### config.mk
export PLATFORM = sky130hd
export DESIGN_NAME = fpur_regs
export DESIGN_NICKNAME = d
export VERILOG_FILES = /design/src/verilog/fpur_pkg.sv /design/src/verilog/fpur_regs.sv
export SDC_FILE = /design/constraint.sdc
export NUM_CORES = 1
export LEC_CHECK = 0
export BUFFER_PORTS_ARGS = -buffer_cell sky130_fd_sc_hd__buf_2
export CORE_MARGIN = 1.5
export CORE_UTILIZATION = 60
export CTS_CLUSTER_SIZE = 20
export DETAILED_ROUTE_END_ITERATION = 16
export HOLD_SLACK_MARGIN = 0.05
export PLACE_DENSITY = 0.93
export SLEW_MARGIN = 20
export SYNTH_ARGS = -nofsm -noshare
export SYNTH_HDL_FRONTEND = slang
export SYNTH_SLANG_ARGS = --single-unit
### constraint.sdc
create_clock -name aclk -period 16.85 [get_ports aclk]
set_clock_uncertainty 0.15 [all_clocks]
set_input_delay 0.8425 -clock aclk [delete_from_list [all_inputs] [get_ports aclk]]
set_output_delay 0.8425 -clock aclk [all_outputs]
set_load 0.005 [all_outputs]
### src/verilog/fpur_pkg.sv
// Package for the flash protection and user word register group.
package fpur_pkg;

  // ==========================================================================
  // Register byte offsets.
  // ==========================================================================
  localparam logic [11:0] FPUR_OFF_USER_ZERO  = 12'h1E0;
  localparam logic [11:0] FPUR_OFF_USER_ONE   = 12'h1E4;
  localparam logic [11:0] FPUR_OFF_READ_ONE   = 12'h204;
  localparam logic [11:0] FPUR_OFF_READ_TWO   = 12'h208;
  localparam logic [11:0] FPUR_OFF_READ_THREE = 12'h20C;
  localparam logic [11:0] FPUR_OFF_EXEC_ONE   = 12'h404;
  localparam logic [11:0] FPUR_OFF_COMMIT     = 12'h600;
  localparam logic [11:0] FPUR_OFF_STATUS     = 12'h604;

  // ==========================================================================
  // Field positions and values.
  // ==========================================================================
  localparam int          FPUR_WRITABLE_BIT  = 31;
  localparam int          FPUR_DATA_WIDTH    = 31;
  localparam int          FPUR_PROT_WORDS    = 4;
  localparam logic [31:0] FPUR_USER_BLANK    = 32'hFFFFFFFF;
  localparam logic [31:0] FPUR_PROT_SHIPPED  = 32'hFFFFFFFF;
  localparam logic [31:0] FPUR_PROT_ABSENT   = 32'h00000000;
  localparam logic [31:0] FPUR_COMMIT_KEY    = 32'h0000C0DE;
  localparam logic [1:0]  FPUR_RESP_OKAY     = 2'h0;
  localparam logic [1:0]  FPUR_RESP_SLVERR   = 2'h2;

  // ==========================================================================
  // Types.
  // ==========================================================================
  typedef enum logic [2:0] {
    FPUR_PWR_LOAD,
    FPUR_PWR_RUN
  } fpur_phase_t;

  // Which protection words are backed by flash.
  typedef struct packed {
    logic [FPUR_PROT_WORDS-1:0] read_impl;
    logic                       exec_impl;
  } fpur_impl_t;

endpackage : fpur_pkg

### src/verilog/fpur_regs.sv
// Flash protection words and write-once user words behind AXI4-Lite.
`timescale 1ns/10ps
// Function
// User words hold 31 non-volatile write-once bits.
// Bit 31 writable flag kept by hardware.
// Read protect words: one bit per block.
// Exec protect words: one bit per block.
// Protection loaded from store at power-on.
// Shipped protection bits read as one.
// Writes clear bits only, never set.
// Cleared bits permanent only after commit.
// Uncommitted clears restored by power-on reset.
// Each word covers 64 KB; absent zero.
// Written user word ignores further writes.
module fpur_regs
  import fpur_pkg::*;
#(
  // Bit n set when read protection word n is backed by flash.
  parameter logic [3:0] READ_IMPL = 4'h3,
  // Set when the execute protection word is backed by flash.
  parameter logic       EXEC_IMPL = 1'h1
) (
  // Clock and synchronous reset.
  input  wire logic        aclk,
  input  wire logic        aresetn,
  // AXI4-Lite write address, data and response channels.
  input  wire logic [11:0] s_axi_awaddr,
  input  wire logic        s_axi_awvalid,
  output logic             s_axi_awready,
  input  wire logic [31:0] s_axi_wdata,
  input  wire logic [3:0]  s_axi_wstrb,
  input  wire logic        s_axi_wvalid,
  output logic             s_axi_wready,
  output logic [1:0]       s_axi_bresp,
  output logic             s_axi_bvalid,
  input  wire logic        s_axi_bready,
  // AXI4-Lite read address and data channels.
  input  wire logic [11:0] s_axi_araddr,
  input  wire logic        s_axi_arvalid,
  output logic             s_axi_arready,
  output logic [31:0]      s_axi_rdata,
  output logic [1:0]       s_axi_rresp,
  output logic             s_axi_rvalid,
  input  wire logic        s_axi_rready,
  // Protection words toward the flash access checker.
  output logic [127:0]     read_protect_words,
  output logic [31:0]      exec_protect_words
);

  // ==========================================================================
  // Storage.
  // ==========================================================================
  // Index 0 to 3 of the read set: word zero (not mapped here) and words one to three.
  // The nv_ copies model the store and survive aresetn; the vol_ copies are what
  // software reads and what the flash access checker enforces.
  logic [31:0] nv_read [FPUR_PROT_WORDS];
  logic [31:0] vol_read [FPUR_PROT_WORDS];
  logic [31:0] nv_exec;
  logic [31:0] vol_exec;
  logic [31:0] nv_user [2];
  logic [31:0] vol_user [2];
  // Power-on phase: one load cycle after reset, then normal running.
  fpur_phase_t phase;
  // Low only before the first clock edge, so the store starts blank exactly once.
  logic        nv_init = 1'b0;
  // Number of commits since the last reset, shown in the status word.
  logic [7:0]  commit_count;

  // Captured write request, held until its response is taken.
  logic [11:0] aw_addr;
  logic        aw_held;
  logic [31:0] w_data;
  logic [3:0]  w_strb;
  logic        w_held;
  // Decoded write and read strobes.
  logic        wr_fire;
  logic [31:0] wmask;
  logic        wr_hit;
  logic [31:0] rd_val;
  logic        rd_hit;
  logic        commit_req;

  // Write strobes expand to a bit mask.
  assign wmask   = {{8{w_strb[3]}}, {8{w_strb[2]}}, {8{w_strb[1]}}, {8{w_strb[0]}}};
  // A write acts once address and data are both held and no response is pending.
  assign wr_fire = aw_held && w_held && !s_axi_bvalid;
  // A commit is a write of the key word to the commit offset.
  assign commit_req = wr_fire && aw_addr == FPUR_OFF_COMMIT && w_data == FPUR_COMMIT_KEY;

  // ==========================================================================
  // Non-volatile store model: blank on first life, updated by commit or by a user word write.
  // ==========================================================================
  // The store changes only by a commit or by the single write of a user word, so an
  // uncommitted clear is lost at the next reset while a user word write is permanent.
  // Nothing is stored while reset is asserted, even if a write was pending.
  always_ff @(posedge aclk) begin
    if (!nv_init) begin
      // shipped all ones
      nv_init <= 1'b1;
      nv_exec <= FPUR_PROT_SHIPPED;
      nv_user[0] <= FPUR_USER_BLANK;
      nv_user[1] <= FPUR_USER_BLANK;
      for (int i = 0; i < FPUR_PROT_WORDS; i++) begin
        nv_read[i] <= FPUR_PROT_SHIPPED;
      end
    end else if (aresetn && phase == FPUR_PWR_RUN) begin
      // commit saves clears
      if (commit_req) begin
        nv_exec <= vol_exec;
        for (int i = 0; i < FPUR_PROT_WORDS; i++) begin
          nv_read[i] <= vol_read[i];
        end
      end
      // user word non-volatile
      // The word goes straight to the store: it is written once for the life of the part.
      for (int u = 0; u < 2; u++) begin
        if (wr_fire && aw_addr == (u == 0 ? FPUR_OFF_USER_ZERO : FPUR_OFF_USER_ONE)
            && nv_user[u][FPUR_WRITABLE_BIT]) begin
          nv_user[u] <= {1'b0, w_data[FPUR_DATA_WIDTH-1:0]};
        end
      end
    end
  end

  // ==========================================================================
  // Power-on phase and commit counter.
  // ==========================================================================
  // Reset holds the load phase; the first edge after release loads the volatile
  // copies, and the bus refuses requests until the phase has moved on.
  always_ff @(posedge aclk) begin
    if (!aresetn) begin
      phase        <= FPUR_PWR_LOAD;
      commit_count <= 8'h00;
    end else begin
      phase <= FPUR_PWR_RUN;
      if (commit_req) begin
        commit_count <= commit_count + 8'h01;
      end
    end
  end

  // ==========================================================================
  // Volatile copies loaded at power-on, cleared by writes.
  // ==========================================================================
  // Protection bits only ever fall here; a rise is possible only through a reset
  // that reloads a value from the store.
  always_ff @(posedge aclk) begin
    if (!aresetn) begin
      vol_exec <= FPUR_PROT_ABSENT;
      for (int i = 0; i < FPUR_PROT_WORDS; i++) begin
        vol_read[i] <= FPUR_PROT_ABSENT;
      end
      vol_user[0] <= FPUR_USER_BLANK;
      vol_user[1] <= FPUR_USER_BLANK;
    end else if (phase == FPUR_PWR_LOAD) begin
      // load from store
      // restore uncommitted
      // absent words zero
      // Absent words come up zero whatever the store holds for them.
      vol_exec <= EXEC_IMPL ? nv_exec : FPUR_PROT_ABSENT;
      for (int i = 0; i < FPUR_PROT_WORDS; i++) begin
        vol_read[i] <= READ_IMPL[i] ? nv_read[i] : FPUR_PROT_ABSENT;
      end
      vol_user[0] <= nv_user[0];
      vol_user[1] <= nv_user[1];
    end else if (wr_fire) begin
      // A zero data bit under an active strobe clears; a one leaves the bit alone.
      // clear only
      // read protect bits
      // exec protect bits
      unique case (aw_addr)
        FPUR_OFF_READ_ONE:   vol_read[1] <= vol_read[1] & ~(~w_data & wmask);
        FPUR_OFF_READ_TWO:   vol_read[2] <= vol_read[2] & ~(~w_data & wmask);
        FPUR_OFF_READ_THREE: vol_read[3] <= vol_read[3] & ~(~w_data & wmask);
        FPUR_OFF_EXEC_ONE:   vol_exec    <= vol_exec    & ~(~w_data & wmask);
        // writable flag cleared
        // ignore after write
        // A user word takes data bits 30 to 0 with the flag bit cleared; strobes are ignored.
        FPUR_OFF_USER_ZERO: begin
          if (vol_user[0][FPUR_WRITABLE_BIT]) begin
            vol_user[0] <= {1'b0, w_data[FPUR_DATA_WIDTH-1:0]};
          end
        end
        FPUR_OFF_USER_ONE: begin
          if (vol_user[1][FPUR_WRITABLE_BIT]) begin
            vol_user[1] <= {1'b0, w_data[FPUR_DATA_WIDTH-1:0]};
          end
        end
        default: ;
      endcase
    end
  end

  // ==========================================================================
  // Protection outputs.
  // ==========================================================================
  // Registered copies toward the flash access checker, one cycle behind.
  always_ff @(posedge aclk) begin
    if (!aresetn) begin
      read_protect_words <= '0;
      exec_protect_words <= '0;
    end else begin
      read_protect_words <= {vol_read[3], vol_read[2], vol_read[1], vol_read[0]};
      exec_protect_words <= vol_exec;
    end
  end

  // ==========================================================================
  // AXI4-Lite write channel.
  // ==========================================================================
  // Offsets that accept a write; any other offset answers with a slave error.
  always_comb begin
    unique case (aw_addr)
      FPUR_OFF_USER_ZERO, FPUR_OFF_USER_ONE, FPUR_OFF_READ_ONE, FPUR_OFF_READ_TWO,
      FPUR_OFF_READ_THREE, FPUR_OFF_EXEC_ONE, FPUR_OFF_COMMIT: wr_hit = 1'b1;
      default: wr_hit = 1'b0;
    endcase
  end

  // Address and data taken in either order, response after both.
  // Each ready pulses while its half is empty; dropping for a cycle between pulses
  // is allowed, since a master holds valid until it sees ready.
  always_ff @(posedge aclk) begin
    if (!aresetn) begin
      aw_held       <= 1'b0;
      w_held        <= 1'b0;
      aw_addr       <= 12'h000;
      w_data        <= 32'h00000000;
      w_strb        <= 4'h0;
      s_axi_awready <= 1'b0;
      s_axi_wready  <= 1'b0;
      s_axi_bvalid  <= 1'b0;
      s_axi_bresp   <= FPUR_RESP_OKAY;
    end else begin
      s_axi_awready <= !aw_held && !s_axi_awready && phase == FPUR_PWR_RUN;
      s_axi_wready  <= !w_held && !s_axi_wready && phase == FPUR_PWR_RUN;
      // Address taken; every register is one word, so the low two bits are dropped.
      if (s_axi_awvalid && s_axi_awready) begin
        aw_held <= 1'b1;
        aw_addr <= {s_axi_awaddr[11:2], 2'h0};
      end
      // Data and strobes taken.
      if (s_axi_wvalid && s_axi_wready) begin
        w_held <= 1'b1;
        w_data <= s_axi_wdata;
        w_strb <= s_axi_wstrb;
      end
      // Response one edge after both halves are held; both are freed when it is taken.
      if (wr_fire) begin
        s_axi_bvalid <= 1'b1;
        s_axi_bresp  <= wr_hit ? FPUR_RESP_OKAY : FPUR_RESP_SLVERR;
      end else if (s_axi_bvalid && s_axi_bready) begin
        s_axi_bvalid <= 1'b0;
        aw_held      <= 1'b0;
        w_held       <= 1'b0;
      end
    end
  end

  // ==========================================================================
  // AXI4-Lite read channel.
  // ==========================================================================
  // Read multiplexer; unmapped offsets read zero with a slave error.
  always_comb begin
    rd_hit = 1'b1;
    unique case ({s_axi_araddr[11:2], 2'h0})
      FPUR_OFF_USER_ZERO:  rd_val = vol_user[0];
      FPUR_OFF_USER_ONE:   rd_val = vol_user[1];
      FPUR_OFF_READ_ONE:   rd_val = vol_read[1];
      FPUR_OFF_READ_TWO:   rd_val = vol_read[2];
      FPUR_OFF_READ_THREE: rd_val = vol_read[3];
      FPUR_OFF_EXEC_ONE:   rd_val = vol_exec;
      FPUR_OFF_STATUS:     rd_val = {24'h000000, commit_count};
      default: begin
        rd_val = 32'h00000000;
        rd_hit = 1'b0;
      end
    endcase
  end

  // One read at a time; data held until taken.
  always_ff @(posedge aclk) begin
    if (!aresetn) begin
      s_axi_arready <= 1'b0;
      s_axi_rvalid  <= 1'b0;
      s_axi_rdata   <= 32'h00000000;
      s_axi_rresp   <= FPUR_RESP_OKAY;
    end else begin
      // Ready rises for one cycle once a request waits and no read data is pending.
      s_axi_arready <= !s_axi_rvalid && !s_axi_arready && s_axi_arvalid
                       && phase == FPUR_PWR_RUN;
      // Data and status captured at the handshake and held until the master takes them.
      if (s_axi_arvalid && s_axi_arready) begin
        s_axi_rvalid <= 1'b1;
        s_axi_rdata  <= rd_val;
        s_axi_rresp  <= rd_hit ? FPUR_RESP_OKAY : FPUR_RESP_SLVERR;
      end else if (s_axi_rvalid && s_axi_rready) begin
        s_axi_rvalid <= 1'b0;
      end
    end
  end

endmodule : fpur_regs

; Word level (Yosys, flattened, before mapping)
; Memories as Yosys holds them, arrays and structs flattened.
; Index checks and enable logic that the tools add are counted.
[word_totals]
regBits = 324
mem_bits_rw = 382
inputBits = 67
output_inout_bits = 201
wordCells = 169
memories = 4
[mem_list]
columns = memory, depth, width, rd, rd_clocked_by_memory_dff, write_ports, line
row1 = nv_read, 4, 32, 2, 0, 4, fpur_regs.sv:56  ; logic [31:0] nv_read [FPUR_PROT_WORDS];
row2 = vol_read, 4, 32, 4, 0, 4, fpur_regs.sv:57  ; logic [31:0] vol_read [FPUR_PROT_WORDS];
row3 = vol_user, 2, 32, 2, 0, 2, fpur_regs.sv:61  ; logic [31:0] vol_user [2];
row4 = nv_user, 2, 31, 2, 0, 1, fpur_regs.sv:60  ; logic [31:0] nv_user [2];
[classes]
n_addsub = 1
eq_ne = 16
muxes = 73
n_bitwise = 18
reduce_logical = 38
[op_table]
columns = operator, count
row1 = $mux 32, 14
row2 = $pmux 32 s7, 1
row3 = $and 32x32->32, 5
row4 = $not 32->32, 2
row5 = $eq 10x8->1 const B, 6
row6 = $mux 1, 55
row7 = $eq 10x7->1 const B, 4
row8 = $eq 10x9->1 const B, 4
row9 = $eq 32x16->1 const B, 1
row10 = $mux 31, 1
row11 = $reduce_or 31->1, 1
row12 = $logic_and 1x1->1, 19
row13 = $reduce_or 7->1, 2
row14 = $or 1x1->1, 11
row15 = $add 8x1->8 const B, 1
row16 = $reduce_bool 2->1, 4
row17 = $logic_not 1->1, 7
row18 = $mux 2, 2
row19 = $reduce_and 2->1, 2
row20 = $eq 3x1->1 const B, 1
row21 = $logic_not 3->1, 1
row22 = $logic_and 1x1->1 const B, 2

; Logic depth before layout (Yosys ltp)
[depth]
depth_word = 9
depth_mapped = 8
ltp_nobuf = 5

; Worst setup path after synthesis
; Ideal clock, no wire load.
[synth_path]
path_type = input to register
start = in aresetn
end = reg nv_exec[0], enable pin
setup_time_ns = 0.554
arrival_time_ns = 5.822
t_required_ns = 16.146
path_slack_ns = 10.325
cell_stages = 4
path_buffers = 1
path_cell_list = and2_1 -> clkbuf_1 -> inv_1 -> nor2_1
[synth_between]
elab_chain_len = 2
[synth_rtl]
columns = item, line
row1 = start: declaration, fpur_regs.sv:25  ; input wire logic aresetn,
row2 = $logic_and 1x1->1, fpur_regs.sv:106  ; end else if (aresetn && phase == FPUR_PWR_RUN) begin
row3 = $reduce_and 2->1 (no line), -
row4 = end signal: assignment, fpur_regs.sv:109  ; nv_exec <= vol_exec;
row5 = end: declaration, fpur_regs.sv:58  ; logic [31:0] nv_exec;
; No other way between the ends.
; A chain may end at the register's enable or synchronous reset.

==> metrics.txt <==
status completed; synth-to-layout area growth 17.48%; Clock Latency Late Sink 0.57 ns; I/O pins ~270; CP endpoint kind flop; initial core utilization around three fifths; Int Pwr approximately 2300 uW; core area roughly 34000 sq um; DRT iter0 DRCs 1899; worst hold path class flop to flop; final hold violations 0; sw frac 21.56%; WS Path Type primary input to flop; Max Clk Rate 227.0 MHz; ant diodes 0; clock share of power 42.8%; MaxCap Viol Count 0; Placer Congestion 0.8524; PortBufs 261; Critical Path Source Type primary input; Seq/Total Area, Yosys 68.01%; Resized Gates After CTS 0; fin. max-slew vios 0; non-filler instance count after layout 2422; wl on met1 20400 um; clk slew on worst S/H paths 0.06 ns; part of the power in registers 52.9%; # clock sinks 576; commonest non-fill, non-tap cells in the layout dfxtp_1 (320), nand2_1 (266), buf_2 (260), edfxtp_1 (256), and2_1 (197); Via-to-Cell Ratio 6.156; Synthesis Warnings 0; filler instances 2118; Net Sw Power 624.1 uW; Logic pwr share 4.3%; Cell Count Post-Placement roughly 2300; Mapped Area 20720 sq um; CP required 17.08 ns; fin nets 1997; Total Routing Usage GR 30.81%; post-layout min period roughly 4.4 ns; Post-synth ARST share 0%; Root Buffer clkbuf_16; Routed Antenna Nets 0; Placement Rows 67; fraction of layout cells with a size suffix above 1 around a quarter; DR WL met3 5882 um; most common cell after layout, fill and taps aside dfxtp_1; DR WL/cell 23.01 um; Die H 188.8 um; Post-synth EDFFs between 200 and 300; # Post-CTS Setup Buffers 0; Avg Inst Size Synth 12.22 sq um; static leakage 0.009629 uW; DR vias approximately 15000; CTS Hold Bufs 0; worst-margin pin slew 1.128 ns; uppermost layer routed met4; Placed Instance Area 22440 sq um; RSZ-0062 raised after global routing false; Pre-antenna DRT Iters 7; Final Setup Violations 0; CTS tree done; first-pass GRT wire length 84340 um; Final period util between 20% and 30%; WL final 55730 um; Data arrival, critical path 4.64 ns; HPWL Detailed between 30000 and 40000 um; cts bufs inserted 54; maximum vdd drop 84.00 uV; Die Span X 188.8 um; total gr overflow 0; Power Density around 120 nW/um^2; Unique masters post-synth 52; max_slew headroom 24.62%; vias in the first global route 14900; Final Cell Area about 24000 sq um; initial antenna violation count 0; Met2 Wirelength ~27000 um; setup TNS 0 ns; Post-route DRC 0; synthesized instance count 1696; Seq cells post-synth 576; Die ar. 35660 sq um; worst-path maximum fanout 70; clock buffer depth 3; largest net degree at the start of global routing 120; prevailing post-synth register cell dfxtp_1; H-Tree Depth 2; final core occ 72.07%
-- cells by family after synthesis --
group	after synthesis	share of synthesized area [%]
simple gates	628	15.85
flops	576	68.01
compound gates	302	9.896
buf+inv	114	2.167
mux	73	3.961
fa+ha+maj	1	0.06037
other cells	1	0.01810
xor+xnor	1	0.04227
-- area by class of cell --
class / instances / area (sq um) / area share [%]
repair buffers: 284 / 1541 / 6.331
flip-flops and latches: 576 / 14090 / 57.89
inverters: 6 / 22.52 / 0.09250
well taps: 448 / 560.5 / 2.302
clock buffers: 81 / 1603 / 6.583
clock inverters: 20 / 217.7 / 0.8942
multi-input cells: 1007 / 6309 / 25.91
-- sequential cells by signal, indices dropped and copies added, names as in the netlist, 4 cells and up --
register and cells:
w_strb 4, w_data 32, read_protect_words 128, nv_read 64, commit_count 8, exec_protect_words 32, vol_exec 32, vol_read 128
nv_exec 32, aw_addr 10, vol_user 64, s_axi_rdata 32
-- layer usage --
layer / vias up / global-route usage (%)
li1: 6467 / -
met1: 7109 / 38.76
met2: 1122 / 50.93
met3: 211 / 6.053
met4: 0 / 15.57
met5: - / 0
-- Yosys cell counts, types with 4 or more instances --
| library cell | n | area (sq um) |
|---|---|---|
| nand2b_1 | 34 | 212.7 |
| buf_2 | 5 | 25.02 |
| buf_1 | 4 | 15.01 |
| nor3_1 | 5 | 25.02 |
| inv_1 | 5 | 18.77 |
| nor2_1 | 10 | 37.54 |
| o21ai_1 | 30 | 150.1 |
| edfxtp_1 | 256 | 7687 |
| or3_1 | 6 | 37.54 |
| nor4_1 | 6 | 37.54 |
| dfxtp_1 | 320 | 6406 |
| nand3_1 | 7 | 35.03 |
| nand2_1 | 267 | 1002 |
| a21oi_1 | 89 | 445.4 |
| nor2b_1 | 40 | 250.2 |
| o21ai_0 | 46 | 230.2 |
| a32o_1 | 32 | 320.3 |
| and2_1 | 199 | 1245 |
| nand4_1 | 5 | 31.28 |
| a22o_1 | 29 | 254.0 |
| clkbuf_1 | 96 | 360.4 |
| mux2_2 | 72 | 810.8 |
| o21a_1 | 34 | 255.2 |
| and3_1 | 33 | 206.5 |
| a222oi_1 | 29 | 290.3 |
-- worst paths after layout --
kind / startpoint / to / slack, ns / cells after the start
worst max-delay path: aresetn / vol_read[1][31] / 12.44 / 8
worst min-delay path: vol_read[0][7] / nv_read[0][7] / 0.29 / 0
worst max register to register: w_data[7] / nv_read[0][8] / 12.67 / 5
worst min register to register: vol_read[0][7] / nv_read[0][7] / 0.29 / 0
-- power by group through the flow --
stage          clock, uW  combinational, uW  sequential [uW]
4_1_cts             1250                120             1530
2_1_floorplan          0               69.9             1550
3_3_place_gp           0                112             1560
6_report            1240                124             1530
5_1_grt             1300                132             1530
3_5_place_dp           0                118             1560
-- critical path: stages --
cell     delay (ns)
buf_4          0.38
and2_2         0.24
buf_4          0.73
nand3_1        0.51
o31ai_4        1.06
buf_4          0.56
nand2_1        0.12
o21ai_0        0.12
-- stage by stage --
step                hold slack, ns  total power (uW)  worst slack (ns)
floorplan                   0.2676              1619             10.32
global placement            0.2808              1669             12.23
finish                      0.2939              2895             12.44
global route                0.3131              2969             12.27
CTS                         0.3010              2899             12.53
detailed placement          0.2777              1677             11.95
(Power assumes the default switching activity.)
